$ cat src/bbf_pkg.sv
// Constants, field layouts and types for the backlight brightness and boost frequency control.
// Assumes a 20 MHz system clock. Register writes arrive already decoded from the serial bus.
package bbf_pkg;
    // Register offsets
    localparam logic [7:0] BBF_ADDR_BRIGHT_CTRL = 8'h11;
    localparam logic [7:0] BBF_ADDR_BOOST = 8'h13;
    localparam logic [7:0] BBF_ADDR_AUTO_HI = 8'h15;
    localparam logic [7:0] BBF_ADDR_AUTO_LO = 8'h16;
    localparam logic [7:0] BBF_ADDR_OVR = 8'h17;
    localparam logic [7:0] BBF_ADDR_BRIGHT_LSB = 8'h18;
    localparam logic [7:0] BBF_ADDR_BRIGHT_MSB = 8'h19;

    // Field positions
    localparam int BBF_POL_BIT = 0;
    localparam int BBF_MODE_LO = 1;
    localparam int BBF_RAMP_LO = 3;
    localparam int BBF_MININD_BIT = 4;
    localparam int BBF_FSEL_BIT = 5;
    localparam int BBF_SHIFT_BIT = 6;

    // Reset values
    localparam logic [7:0] BBF_RST_BYTE = 8'h00;
    localparam logic [2:0] BBF_RST_LSB = 3'h0;
    localparam logic [10:0] BBF_RST_CODE = 11'h000;

    // Timing
    localparam int BBF_CLK_HZ = 20_000_000;
    localparam int BBF_OVR_MAX_US = 50;
    localparam int BBF_OVR_MAX_CYC = BBF_OVR_MAX_US * (BBF_CLK_HZ / 1_000_000);
    localparam logic [11:0] BBF_RAMP_BASE_CYC = 12'h014;

    typedef enum logic [1:0] {
        BBF_MODE_BUS = 2'h0,
        BBF_MODE_PWM = 2'h1,
        BBF_MODE_MUL_RAMP = 2'h2,
        BBF_MODE_RAMP_MUL = 2'h3
    } bbf_mode_t;

    typedef enum logic [1:0] {
        BBF_FREQ_250K = 2'h0,
        BBF_FREQ_500K = 2'h1,
        BBF_FREQ_1M = 2'h2
    } bbf_freq_t;

    // Code times duty, 2047 counts as full scale so full duty is exact
    function automatic logic [10:0] bbf_mul_code(input logic [10:0] code, input logic [10:0] duty);
        logic [22:0] prod;
        prod = 23'(code) * 23'({1'b0, duty} + 12'h001);
        return prod[21:11];
    endfunction

    function automatic logic [11:0] bbf_ramp_interval(input logic [2:0] rate);
        return 12'(BBF_RAMP_BASE_CYC << rate);
    endfunction
endpackage

$ cat src/bbf_ramp_if.sv
// Link between the brightness control and its ramper.
// Assumes both ends sit in the same clock domain.
`timescale 1ns/100ps
interface bbf_ramp_if;
    logic [10:0] target;
    logic [2:0] rate;
    logic [10:0] level;
    modport ctrl (output target, output rate, input level);
    modport ramp (input target, input rate, output level);
endinterface

$ cat src/bbf_ramper.sv
// Ramper: walks its level one code per programmed interval toward the target; rate 0 jumps straight to it.
// Assumes an active-low reset, cleared at once, released in step with clk_in by the parent.
`timescale 1ns/100ps
module bbf_ramper
    import bbf_pkg::*;
(
    // Clock and reset
    input wire logic clk_in,
    input wire logic rst_n_in,
    // Control side
    bbf_ramp_if.ramp rif
);
    typedef enum logic [1:0] {
        RMP_IDLE = 2'b01,
        RMP_STEP = 2'b10
    } bbf_rmp_state_t;

    bbf_rmp_state_t state_r;
    bbf_rmp_state_t state_nxt;
    logic [10:0] level_r;
    logic [10:0] level_nxt;
    logic [11:0] cnt_r;
    logic [11:0] cnt_nxt;

    wire logic differ = (level_r != rif.target);
    wire logic go_up = (rif.target > level_r);
    wire logic no_ramp = (rif.rate == 3'h0);
    wire logic tick = (cnt_r >= bbf_ramp_interval(rif.rate) - 12'h001);

    // Step of one code per interval, so duration scales with distance; rate 0 jumps at once
    always_comb begin
        state_nxt = state_r;
        level_nxt = level_r;
        cnt_nxt = cnt_r;
        unique case (state_r)
            RMP_IDLE: begin
                cnt_nxt = 12'h000;
                if (differ && no_ramp) begin
                    level_nxt = rif.target;
                end else if (differ) begin
                    state_nxt = RMP_STEP;
                end
            end
            RMP_STEP: begin
                if (!differ) begin
                    state_nxt = RMP_IDLE;
                    cnt_nxt = 12'h000;
                end else if (no_ramp) begin
                    level_nxt = rif.target;
                    state_nxt = RMP_IDLE;
                end else if (tick) begin
                    cnt_nxt = 12'h000;
                    level_nxt = go_up ? level_r + 11'h001 : level_r - 11'h001;
                end else begin
                    cnt_nxt = cnt_r + 12'h001;
                end
            end
        endcase
    end

    always_ff @(posedge clk_in or negedge rst_n_in) begin
        if (!rst_n_in) begin
            state_r <= RMP_IDLE;
            level_r <= BBF_RST_CODE;
            cnt_r <= 12'h000;
        end else begin
            state_r <= state_nxt;
            level_r <= level_nxt;
            cnt_r <= cnt_nxt;
        end
    end

    assign rif.level = level_r;

    property p_ramp_single_step;
        @(posedge clk_in) disable iff (!rst_n_in)
        (rif.rate != 3'h0) && $stable(rif.rate) |=>
            (level_r == $past(level_r)) || (level_r == $past(level_r) + 11'h001) ||
            (level_r == $past(level_r) - 11'h001);
    endproperty
    a_ramp_single_step: assert property (p_ramp_single_step) else $error("ramper moved more than one code");
endmodule

$ cat src/bbf_ctrl_top.sv
// Backlight brightness code and boost frequency control, top level.
// Assumes register writes and reads arrive decoded, and a measured duty code synchronous to clk_in.
`timescale 1ns/100ps
module bbf_ctrl_top
    import bbf_pkg::*;
(
    // Clock and reset
    input wire logic clk_in,
    input wire logic reset_n_in,
    // Register access
    input wire logic reg_wr_en_in,
    input wire logic [7:0] reg_wr_addr_in,
    input wire logic [7:0] reg_wr_data_in,
    input wire logic [7:0] reg_rd_addr_in,
    output logic [7:0] reg_rd_data_out,
    // Brightness sources
    input wire logic [10:0] pwm_duty_in,
    input wire logic dimming_override_input_in,
    // Mapper and boost controls
    output logic [10:0] led_code_out,
    output logic [1:0] boost_freq_out,
    output logic freq_shift_out,
    output logic dmax_limit_out,
    output logic min_inductor_out
);
    logic rst_sync1_r;
    logic rst_n_r;

    // Release only; assertion is immediate through the async clear
    always_ff @(posedge clk_in or negedge reset_n_in) begin
        if (!reset_n_in) begin
            rst_sync1_r <= 1'b0;
            rst_n_r <= 1'b0;
        end else begin
            rst_sync1_r <= 1'b1;
            rst_n_r <= rst_sync1_r;
        end
    end

    logic [7:0] bright_ctrl_r;
    logic [7:0] boost_r;
    logic [7:0] auto_hi_r;
    logic [7:0] auto_lo_r;
    logic [7:0] ovr_msb_r;
    logic [2:0] bright_lsb_r;
    logic [7:0] bright_msb_r;
    logic [10:0] bright_code_r;

    wire logic wr_ctrl = reg_wr_en_in && (reg_wr_addr_in == BBF_ADDR_BRIGHT_CTRL);
    wire logic wr_boost = reg_wr_en_in && (reg_wr_addr_in == BBF_ADDR_BOOST);
    wire logic wr_hi = reg_wr_en_in && (reg_wr_addr_in == BBF_ADDR_AUTO_HI);
    wire logic wr_lo = reg_wr_en_in && (reg_wr_addr_in == BBF_ADDR_AUTO_LO);
    wire logic wr_ovr = reg_wr_en_in && (reg_wr_addr_in == BBF_ADDR_OVR);
    wire logic wr_lsb = reg_wr_en_in && (reg_wr_addr_in == BBF_ADDR_BRIGHT_LSB);
    wire logic wr_msb = reg_wr_en_in && (reg_wr_addr_in == BBF_ADDR_BRIGHT_MSB);

    always_ff @(posedge clk_in or negedge rst_n_r) begin
        if (!rst_n_r) begin
            bright_ctrl_r <= BBF_RST_BYTE;
            boost_r <= BBF_RST_BYTE;
            auto_hi_r <= BBF_RST_BYTE;
            auto_lo_r <= BBF_RST_BYTE;
            ovr_msb_r <= BBF_RST_BYTE;
            bright_lsb_r <= BBF_RST_LSB;
            bright_msb_r <= BBF_RST_BYTE;
            bright_code_r <= BBF_RST_CODE;
        end else begin
            if (wr_ctrl) bright_ctrl_r <= reg_wr_data_in;
            if (wr_boost) boost_r <= reg_wr_data_in;
            if (wr_hi) auto_hi_r <= reg_wr_data_in;
            if (wr_lo) auto_lo_r <= reg_wr_data_in;
            if (wr_ovr) ovr_msb_r <= reg_wr_data_in;
            if (wr_lsb) bright_lsb_r <= reg_wr_data_in[2:0];
            if (wr_msb) begin
                bright_msb_r <= reg_wr_data_in;
                bright_code_r <= {reg_wr_data_in, bright_lsb_r};
            end
        end
    end

    // Read mux
    logic [7:0] rd_nxt;
    always_comb begin
        unique case (reg_rd_addr_in)
            BBF_ADDR_BRIGHT_CTRL: rd_nxt = bright_ctrl_r;
            BBF_ADDR_BOOST: rd_nxt = boost_r;
            BBF_ADDR_AUTO_HI: rd_nxt = auto_hi_r;
            BBF_ADDR_AUTO_LO: rd_nxt = auto_lo_r;
            BBF_ADDR_OVR: rd_nxt = ovr_msb_r;
            BBF_ADDR_BRIGHT_LSB: rd_nxt = {5'h00, bright_lsb_r};
            BBF_ADDR_BRIGHT_MSB: rd_nxt = bright_msb_r;
            default: rd_nxt = 8'h00;
        endcase
    end

    // Brightness path
    bbf_mode_t mode;
    assign mode = bbf_mode_t'(bright_ctrl_r[BBF_MODE_LO +: 2]);
    wire logic [2:0] ramp_rate = bright_ctrl_r[BBF_RAMP_LO +: 3];

    bbf_ramp_if rif();
    bbf_ramper u_ramper (
        .clk_in(clk_in),
        .rst_n_in(rst_n_r),
        .rif(rif.ramp)
    );

    logic [10:0] ramp_in;
    always_comb begin
        unique case (mode)
            BBF_MODE_BUS: ramp_in = bright_code_r;
            BBF_MODE_PWM: ramp_in = pwm_duty_in;
            BBF_MODE_MUL_RAMP: ramp_in = bbf_mul_code(bright_code_r, pwm_duty_in);
            BBF_MODE_RAMP_MUL: ramp_in = bright_code_r;
        endcase
    end
    assign rif.target = ramp_in;
    assign rif.rate = ramp_rate;

    // In BBF_MODE_RAMP_MUL duty is applied after the ramper so duty steps are immediate
    wire logic [10:0] nominal = (mode == BBF_MODE_RAMP_MUL) ?
        bbf_mul_code(rif.level, pwm_duty_in) : rif.level;

    // Override bypasses the ramper, reaching target in one cycle when its code is below nominal
    wire logic ovr_active = dimming_override_input_in ^ bright_ctrl_r[BBF_POL_BIT];
    wire logic [10:0] ovr_code = {ovr_msb_r, 3'h0};
    wire logic ovr_lowers = ovr_active && (ovr_code < nominal);
    // Ramper keeps tracking underneath, so release restores the prior target
    wire logic [10:0] led_nxt = ovr_lowers ? ovr_code : nominal;

    // Boost frequency
    wire logic auto_en = (auto_hi_r != 8'h00) || (auto_lo_r != 8'h00);
    wire bbf_freq_t prog_freq = boost_r[BBF_FSEL_BIT] ? BBF_FREQ_1M : BBF_FREQ_500K;
    wire logic below_lo = bright_msb_r < auto_lo_r;
    wire logic at_hi = bright_msb_r >= auto_hi_r;
    // Equal to low threshold lands in the middle band
    wire bbf_freq_t auto_freq = below_lo ? BBF_FREQ_250K :
        (at_hi ? BBF_FREQ_1M : BBF_FREQ_500K);
    wire bbf_freq_t freq_nxt = auto_en ? auto_freq : prog_freq;

    always_ff @(posedge clk_in or negedge rst_n_r) begin
        if (!rst_n_r) begin
            reg_rd_data_out <= 8'h00;
            led_code_out <= BBF_RST_CODE;
            boost_freq_out <= BBF_FREQ_500K;
            freq_shift_out <= 1'b0;
            dmax_limit_out <= 1'b0;
            min_inductor_out <= 1'b0;
        end else begin
            reg_rd_data_out <= rd_nxt;
            led_code_out <= led_nxt;
            boost_freq_out <= freq_nxt;
            freq_shift_out <= boost_r[BBF_SHIFT_BIT];
            dmax_limit_out <= (freq_nxt == BBF_FREQ_250K);
            min_inductor_out <= boost_r[BBF_MININD_BIT];
        end
    end

    property p_code_on_msb;
        @(posedge clk_in) disable iff (!rst_n_r)
        $changed(bright_code_r) |-> $past(wr_msb);
    endproperty
    a_code_on_msb: assert property (p_code_on_msb) else $error("bus code changed without MSB write");

    property p_never_raise;
        @(posedge clk_in) disable iff (!rst_n_r)
        ##1 led_code_out <= $past(nominal);
    endproperty
    a_never_raise: assert property (p_never_raise) else $error("override raised the current");

    property p_ovr_fast;
        @(posedge clk_in) disable iff (!rst_n_r)
        ovr_active && (ovr_code < nominal) |=> led_code_out == $past(ovr_code);
    endproperty
    a_ovr_fast: assert property (p_ovr_fast) else $error("override target not applied");

    property p_ovr_release;
        @(posedge clk_in) disable iff (!rst_n_r)
        $fell(ovr_active) |-> ##1 led_code_out == $past(nominal);
    endproperty
    a_ovr_release: assert property (p_ovr_release) else $error("release did not restore target");

    property p_prog_freq;
        @(posedge clk_in) disable iff (!rst_n_r)
        !auto_en |=> boost_freq_out == ($past(boost_r[BBF_FSEL_BIT]) ? BBF_FREQ_1M : BBF_FREQ_500K);
    endproperty
    a_prog_freq: assert property (p_prog_freq) else $error("programmed frequency not used");

    property p_auto_low;
        @(posedge clk_in) disable iff (!rst_n_r)
        auto_en && (bright_msb_r < auto_lo_r) |=> boost_freq_out == BBF_FREQ_250K;
    endproperty
    a_auto_low: assert property (p_auto_low) else $error("low band not 250 kHz");

    property p_auto_mid;
        @(posedge clk_in) disable iff (!rst_n_r)
        auto_en && (bright_msb_r >= auto_lo_r) && (bright_msb_r < auto_hi_r) |=> boost_freq_out == BBF_FREQ_500K;
    endproperty
    a_auto_mid: assert property (p_auto_mid) else $error("middle band not 500 kHz");

    property p_auto_high;
        @(posedge clk_in) disable iff (!rst_n_r)
        auto_en && (bright_msb_r >= auto_lo_r) && (bright_msb_r >= auto_hi_r) |=> boost_freq_out == BBF_FREQ_1M;
    endproperty
    a_auto_high: assert property (p_auto_high) else $error("high band not 1 MHz");

    property p_low_freq_dmax;
        @(posedge clk_in) disable iff (!rst_n_r)
        ##1 (dmax_limit_out == (boost_freq_out == BBF_FREQ_250K)) && ((boost_freq_out == BBF_FREQ_250K) -> $past(auto_en));
    endproperty
    a_low_freq_dmax: assert property (p_low_freq_dmax) else $error("250 kHz outside auto or unlimited");

    property p_shift;
        @(posedge clk_in) disable iff (!rst_n_r)
        wr_boost ##1 !wr_boost |=> freq_shift_out == $past(reg_wr_data_in[BBF_SHIFT_BIT], 2);
    endproperty
    a_shift: assert property (p_shift) else $error("shift bit not followed");
endmodule

$ cat config.mk
export PLATFORM = sky130hd
export DESIGN_NAME = bbf_ctrl_top
export DESIGN_NICKNAME = d
export VERILOG_FILES = /design/src/bbf_pkg.sv /design/src/bbf_ramp_if.sv /design/src/bbf_ramper.sv /design/src/bbf_ctrl_top.sv
export SDC_FILE = /design/constraint.sdc
export NUM_CORES = 1
export LEC_CHECK = 0
export BUFFER_PORTS_ARGS = -buffer_cell sky130_fd_sc_hd__buf_2
export CAP_MARGIN = 20
export CELL_PAD_IN_SITES_DETAIL_PLACEMENT = 1
export CELL_PAD_IN_SITES_GLOBAL_PLACEMENT = 2
export CORE_ASPECT_RATIO = 1.1
export CORE_MARGIN = 10
export CORE_UTILIZATION = 37
export DETAILED_ROUTE_END_ITERATION = 10
export GPL_TIMING_DRIVEN = 0
export PLACE_DENSITY = 0.83
export SLEW_MARGIN = 20
export SYNTH_ARGS = -nofsm -noshare
export SYNTH_HDL_FRONTEND = slang
export SYNTH_SLANG_ARGS = --single-unit
$ cat constraint.sdc
create_clock -name clk_in -period 4.03 [get_ports clk_in]
set_clock_uncertainty 0.2 [all_clocks]
set_input_delay 0.403 -clock clk_in [delete_from_list [all_inputs] [get_ports clk_in]]
set_output_delay 0.403 -clock clk_in [all_outputs]
set_load 0.02 [all_outputs]
==> flow_summary.ini, run 1 <==
[critical_path]
worst_path_largest_cell_delay_ns = 0.58
worst_ep_arrival_time_ns = 8.90
class_of_the_most_critical_setup_path = input port to flip-flop
crit_path_start_kind = input port
worst-endpoint-required_ns = 4.13
crit_path_max_fanout = 6
timing.critical_path.slowest_stage_cell = sky130_fd_sc_hd__fa_1
worstSetupEndpointType = flip-flop

[timing]
setup_repair_after_global_routing_missed_its_margin = true
slew_headroom_pct = 32.5
post-route-period-util_pct = 218
fin_ws_ns = -4.77
timing.final.setup_violations = 36
tns_ns = -140.17
final_max_slew_viol_count = 0
clock.fmax_mhz = 114
report.final.hold_viol_count = 13
worst_hold_slack_ns = -0.00302
least_margin_pin_slew_ns = 1.00
final.min_clock_period_ns = 8.80

[clocking]
clkSlewWorstSetupHoldPaths_ns = 0.07
tritoncts = yes
clock_insertion_delay_worst_skew_ns = 0.36
numClockSinks = 105
numCtsBuffers = 9
root_driver = sky130_fd_sc_hd__clkbuf_16
cts_max_level = 3
cts-root-to-sink-buffers = 2

[grt]
all_layer_global_routing_usage_pct = 20.7
global_route.overflow_total = 0
vias_in_the_first_global_route = 13639
grt_pass1_wl_um = 78000
largest_net_degree_at_the_start_of_global_routing = 46
antenna_violations_before_repair = 1

[job]
cap_viol_max_count = 0

[placement]
place.port_buffers = 62
dpl.hpwl_um = 38800
place_inst = 2167
finalWeightedCongestion = 0.901

[synth]
synth_top_area_share_pct = 24.0
synthTopCellsByArea = sky130_fd_sc_hd__fa_1 (24%), sky130_fd_sc_hd__dfrtp_1 (18%), sky130_fd_sc_hd__ha_1 (14%), sky130_fd_sc_hd__inv_1 (6.6%), sky130_fd_sc_hd__nand2_1 (5.2%)
netlist_area_um2 = 14600
ys_warn_count = 0
synth-seq-area-share_pct = 18.0
post-synth-top-count-cell = sky130_fd_sc_hd__inv_1
post_synth_num_cell_types = 80
ys_top_cells_by_count = sky130_fd_sc_hd__inv_1 (256), sky130_fd_sc_hd__nand2_1 (200), sky130_fd_sc_hd__fa_1 (175)
post_synth_edffs = 0
synthesis.instances = 1596
yosys_register_bits = 105
yosysTopAreaCell = sky130_fd_sc_hd__fa_1
avgSynthCellArea_um2 = 9.13
synth.net_count = 1978
ys_dominant_reg_cell = sky130_fd_sc_hd__dfrtp_1
async_reset_ff_share_pct = 100

[die]
core_area_um2 = 39100
die_h_um = 228
dieWidth_um = 209
floorplan.rows = 76
initial_core_util_pct = 37.3
die-area_um2 = 47700
floorplan.io_pins = 63

[cells_and_area]
post_layout_nonfiller_instances = 2276
sequential_cell_area_um2 = 2640
areaGrowthSynthToFinish_pct = 22.6
nNetsFinal = 2144
drive_above_1_share_pct = 22.8
layout.filler_cells = 4442
post-route-util_pct = 45.7
area_taken_by_multi_input_logic_gates_um2 = 11700

[pwr]
power_density_nw_per_um2 = 481
ir_drop_uv = 432
power_leakage_uw = 0.00887

[routing]
avgViaCountPerCell = 5.35
via_count = 12172
totalWireLength_um = 50100
drtIter0Drc = 571
antenna_violating_nets_post_route = 0
route.detailed.wl_per_inst_um = 22.0
drt_first_pass_iters = 5
detail_route.drc_violations = 0

[outcome]
violations_in_the_final_reports = negative hold slack, negative setup slack
outcome = finished, violations left

[worst_hold_path]
worst_hold_path_type = flip-flop to asynchronous set/reset pin
## registers in the layout, summed over array words and instances (netlist names), 2 cells and up
register and cells:
auto_hi_r 8, auto_lo_r 8, boost_freq_out 2, boost_r 8
bright_code_r 3, bright_ctrl_r 8, bright_lsb_r 3, bright_msb_r 8
led_code_out 11, ovr_msb_r 8, reg_rd_data_out 8, u_ramper.cnt_r 12
u_ramper.rif.level 11, u_ramper.state_r 2
## metal layers
metal  routed length, µm  GRT usage (%)
met4                1240           6.55
met2               25800           36.6
met1               21300           25.3
met3                1670           2.77
met5                   0              0
## repair_timing
item | CTS | global route
setup endpoints to repair | 36 | 36
gates cloned | 2 | 0
gates resized for setup | 151 | 88
buffers inserted | 68 | 30
hold buffers | 1 | 0
endpoints found under the hold margin | 2 | 0
pin swaps | 65 | 66
## per-stage QoR
step | cell area (µm²) | hold slack [ns] | total power [µW] | setup WS (ns)
after global placement | 15800 | -0.0106 | 6060 | -5.94
after CTS | 17300 | 0.00881 | 8100 | -4.72
after detailed placement | 15900 | -0.0106 | 6240 | -6.12
final | 17900 | -0.00302 | 8600 | -4.77
after global routing | 17900 | 0.0242 | 9300 | -5.04
after floorplan | 14900 | -0.0926 | 4760 | -4.31
## report_power, final
group          internal [µW]  switching, µW
registers               1180            182
logic                   2800           3590
clock network            441            412
total                   4420           4190
## critical path: cells and delay by family
family,cells,cell delay (ns)
xor gates and xnor gates,2,0.33
AOI/OAI and AO/OA,11,2.33
and+or+nand+nor,7,1.18
buffers and inverters,8,1.06
muxes,1,0.10
adders and majority gates,9,3.47
## placed cells by master, fill, tap and decap left out, types with 10 or more instances in the layout
cell type / netlist / final
sky130_fd_sc_hd__buf_4: 0 / 63
sky130_fd_sc_hd__a21oi_2: 0 / 15
sky130_fd_sc_hd__mux2i_1: 25 / 16
sky130_fd_sc_hd__ha_1: 168 / 152
sky130_fd_sc_hd__buf_6: 1 / 32
sky130_fd_sc_hd__and2_1: 97 / 97
sky130_fd_sc_hd__o21ai_2: 0 / 11
sky130_fd_sc_hd__dfrtp_1: 103 / 99
sky130_fd_sc_hd__o21ai_1: 15 / 17
sky130_fd_sc_hd__inv_1: 256 / 248
sky130_fd_sc_hd__mux2_2: 40 / 40
sky130_fd_sc_hd__nor2b_1: 16 / 15
sky130_fd_sc_hd__buf_2: 5 / 60
sky130_fd_sc_hd__a21oi_1: 45 / 28
sky130_fd_sc_hd__o21ai_0: 39 / 26
sky130_fd_sc_hd__nor3_1: 22 / 16
sky130_fd_sc_hd__and3_1: 16 / 13
sky130_fd_sc_hd__a22oi_1: 12 / 12
sky130_fd_sc_hd__clkbuf_1: 60 / 29
sky130_fd_sc_hd__a21o_1: 33 / 33
sky130_fd_sc_hd__clkbuf_2: 0 / 15
sky130_fd_sc_hd__nand3_1: 26 / 21
sky130_fd_sc_hd__a221o_1: 10 / 10
sky130_fd_sc_hd__nand2b_1: 15 / 12
sky130_fd_sc_hd__nand2_1: 200 / 192
sky130_fd_sc_hd__ha_4: 0 / 14
sky130_fd_sc_hd__nor2_1: 51 / 46
sky130_fd_sc_hd__fa_1: 175 / 172
sky130_fd_sc_hd__xnor2_1: 29 / 19
## logic make-up (layout without fill, tap and decap cells)
family / count (synthesis) / count (layout) / share of synthesized area, %
XOR/XNOR: 43 / 43 / 2.58
AND/OR/NAND/NOR: 499 / 499 / 17.3
multiplexers: 65 / 65 / 4.81
buffers and inverters: 322 / 493 / 8.39
adder cells (fa/ha/maj): 343 / 343 / 38.5
flip-flops: 105 / 105 / 18.0
AO/OA/AOI/OAI: 218 / 218 / 10.4
other: 1 / 3 / 0.0257
## worst paths after layout
| check | slack (ns) | to | from | cells past startpoint |
|---|---|---|---|---|
| worst max-delay path | -4.77 | u_ramper.rif.level[7] | pwm_duty_in[0] | 38 |
| worst min-delay path | -0.003 | auto_lo_r[3] | rst_n_r | 0 |
| worst max register to register | -4.75 | u_ramper.rif.level[7] | bright_msb_r[7] | 31 |
| worst min register to register | -0.003 | auto_lo_r[3] | rst_n_r | 0 |
| max in group asynchronous | 2.79 | u_ramper.state_r[0] | rst_n_r | 2 |
| min in group clk_in | 0.15 | rst_n_r | rst_sync1_r | 0 |
## final cells by class
class	instances	area share [%]
flip-flops and latches	105	14.8
clock inverters	5	0.238
clock buffers	11	1.36
inverters	256	5.40
diodes	2	0.0280
multi-input cells	1169	65.4
plain buffers	65	2.27
well taps	507	3.55
repair buffers	156	7.01
No activity file was read; power rests on OpenSTA's default activity.
==> run 2, diff against run 1 <==
--- a/config.mk
+++ b/config.mk
@@ -12,9 +12,11 @@
 export CORE_ASPECT_RATIO = 1.1
 export CORE_MARGIN = 10
 export CORE_UTILIZATION = 37
+export CTS_CLUSTER_SIZE = 24
 export DETAILED_ROUTE_END_ITERATION = 10
 export GPL_TIMING_DRIVEN = 0
 export PLACE_DENSITY = 0.83
+export SKIP_CTS_REPAIR_TIMING = 1
 export SLEW_MARGIN = 20
 export SYNTH_ARGS = -nofsm -noshare
 export SYNTH_HDL_FRONTEND = slang
==> constraint.sdc (replaced) <==
create_clock -name clk_in -period 4.03 [get_ports clk_in]
set_clock_uncertainty 0.2 [all_clocks]
set_input_delay 0.403 -clock clk_in [delete_from_list [all_inputs] [get_ports clk_in]]
set_output_delay 0.403 -clock clk_in [all_outputs]
set_load 0.1 [all_outputs]
==> flow_summary.ini, run 2 (same netlist as run 1, synthesis figures left out) <==
[outcome]
outcome = finished, violations left
violations_in_the_final_reports = negative hold slack, negative setup slack

[cells_and_area]
drive_above_1_share_pct = 21.7
antennaDiodeCount = 0
layout.cells.most_common_list = sky130_fd_sc_hd__inv_1 (247), sky130_fd_sc_hd__nand2_1 (193), sky130_fd_sc_hd__fa_1 (173)
nNetsFinal = 2132
largest_register = u_ramper.cnt_r
max_ffs_per_register = 12
post_layout_nonfiller_instances = 2262
areaGrowthSynthToFinish_pct = 21.2
layout.cells.most_common = sky130_fd_sc_hd__inv_1
final_cell_area_um2 = 17700

[critical_path]
worst_ep_arrival_time_ns = 9.01
class_of_the_most_critical_setup_path = input port to flip-flop
crit_path_start_kind = input port
timing.critical_path.buf_inv = 5
worst_path_largest_cell_delay_ns = 0.58
timing.reg2reg.setup_slack_ns = -4.82
worstSetupEndpointType = flip-flop
timing.critical_path.slowest_stage_cell = sky130_fd_sc_hd__fa_1
worst-endpoint-required_ns = 4.12
cpMostUsedCell = sky130_fd_sc_hd__fa_1
crit_path_max_fanout = 10
worst_path_dominant_cell_family = adder cells

[pwr]
power_density_nw_per_um2 = 486
power_leakage_uw = 0.00878
power_uw = 8580
ir_drop_uv = 461

[placement]
finalWeightedCongestion = 0.901
place_area_um2 = 15900
place.port_buffers = 62
dpl.hpwl_um = 38800
place_inst = 2167

[timing]
post-route-period-util_pct = 221
slew_headroom_pct = 32.9
timing.final.setup_violations = 36
final.min_clock_period_ns = 8.92
final_max_slew_viol_count = 0
worst_hold_slack_ns = -0.00330
tns_ns = -138.41
fin_ws_ns = -4.89
least_margin_pin_slew_ns = 0.997
clock.fmax_mhz = 112
report.final.hold_viol_count = 14
setup_repair_after_global_routing_missed_its_margin = true

[clocking]
cts-root-to-sink-buffers = 2
numClockSinks = 105
tritoncts = yes
clkSlewWorstSetupHoldPaths_ns = 0.08
root_driver = sky130_fd_sc_hd__clkbuf_16
clock_insertion_delay_worst_skew_ns = 0.36
cts_max_level = 3
numCtsBuffers = 9

[routing]
avgViaCountPerCell = 5.34
route.detailed.wl_per_inst_um = 21.8
detail_route.drc_violations = 0
drt_first_pass_iters = 5
totalWireLength_um = 49200
via_count = 12090
drtIter0Drc = 562
antenna_violating_nets_post_route = 0

[grt]
largest_net_degree_at_the_start_of_global_routing = 46
all_layer_global_routing_usage_pct = 19.9
grt_pass1_wl_um = 75400
antenna_violations_before_repair = 1
vias_in_the_first_global_route = 13221
global_route.overflow_total = 0

[die]
initial_core_util_pct = 37.3
floorplan.io_pins = 63
core_area_um2 = 39100
dieWidth_um = 209
floorplan.rows = 76
die_h_um = 228
die-area_um2 = 47700

[job]
cap_viol_max_count = 0

[worst_hold_path]
worst_hold_path_type = flip-flop to asynchronous set/reset pin
==> run 2: changes by cell type in the layout (fill, tap and decap cells not counted), sizes merged <==
cell / delta
clkbuf: -7
diode: -2
buf: -5
==> run 2: final cells by class <==
class,instances,area (µm²)
plain buffers,65,410
clock buffers,11,243
clock inverters,5,42.5
fillers,4464,21400
inverters,256,966
multi-input cells,1169,11600
flip-flops and latches,105,2640
well taps,507,634
repair buffers,144,1140
==> run 2: per-layer routing <==
layer,share of wire (%),vias up,routed length [µm],track usage (%)
met2,51,215,25200,34.6
li1,-,5516,-,-
met5,0,-,0,0
met3,3.2,79,1560,2.83
met4,2.8,0,1360,6.57
met1,43,6280,21100,24.8
==> run 2: power by group <==
group | switching, µW | total, µW | internal (µW) | leakage [µW]
combinational | 3710 | 6370 | 2660 | 0.00729
clock | 412 | 853 | 441 | 0.000138
sequential | 179 | 1360 | 1180 | 0.00135
total | 4300 | 8580 | 4280 | 0.00878
==> run 2: stage by stage <==
stage / hold WS, ns / utilization (%) / setup slack [ns]
after floorplan: -0.0926 / - / -4.31
after global placement: -0.0106 / 40.5 / -5.94
after detailed placement: -0.0106 / 40.6 / -6.12
after CTS: -0.398 / 41.4 / -5.76
after global routing: 0.0241 / 45.2 / -5.17
final: -0.00330 / 45.2 / -4.89
==> run 2: worst paths after layout <==
path	start	endpoint	cells past startpoint
min in group clk_in	rst_sync1_r	rst_n_r	0
max reg2reg	bright_msb_r[7]	u_ramper.rif.level[10]	30
max in group asynchronous	rst_n_r	u_ramper.state_r[0]	2
min	rst_n_r	auto_lo_r[3]	0
min reg2reg	rst_n_r	auto_lo_r[3]	0
max	pwm_duty_in[0]	u_ramper.rif.level[10]	36
==> run 2: worst register-to-register path: cells and delay by family, from the launching register on <==
kind	cells	cell delay, ns
flip-flops	1	0.68
XOR/XNOR	2	0.28
AO/OA/AOI/OAI	11	2.09
adder cells (fa/ha/maj)	8	3.46
buffers and inverters	3	0.69
AND/OR/NAND/NOR	6	1.39
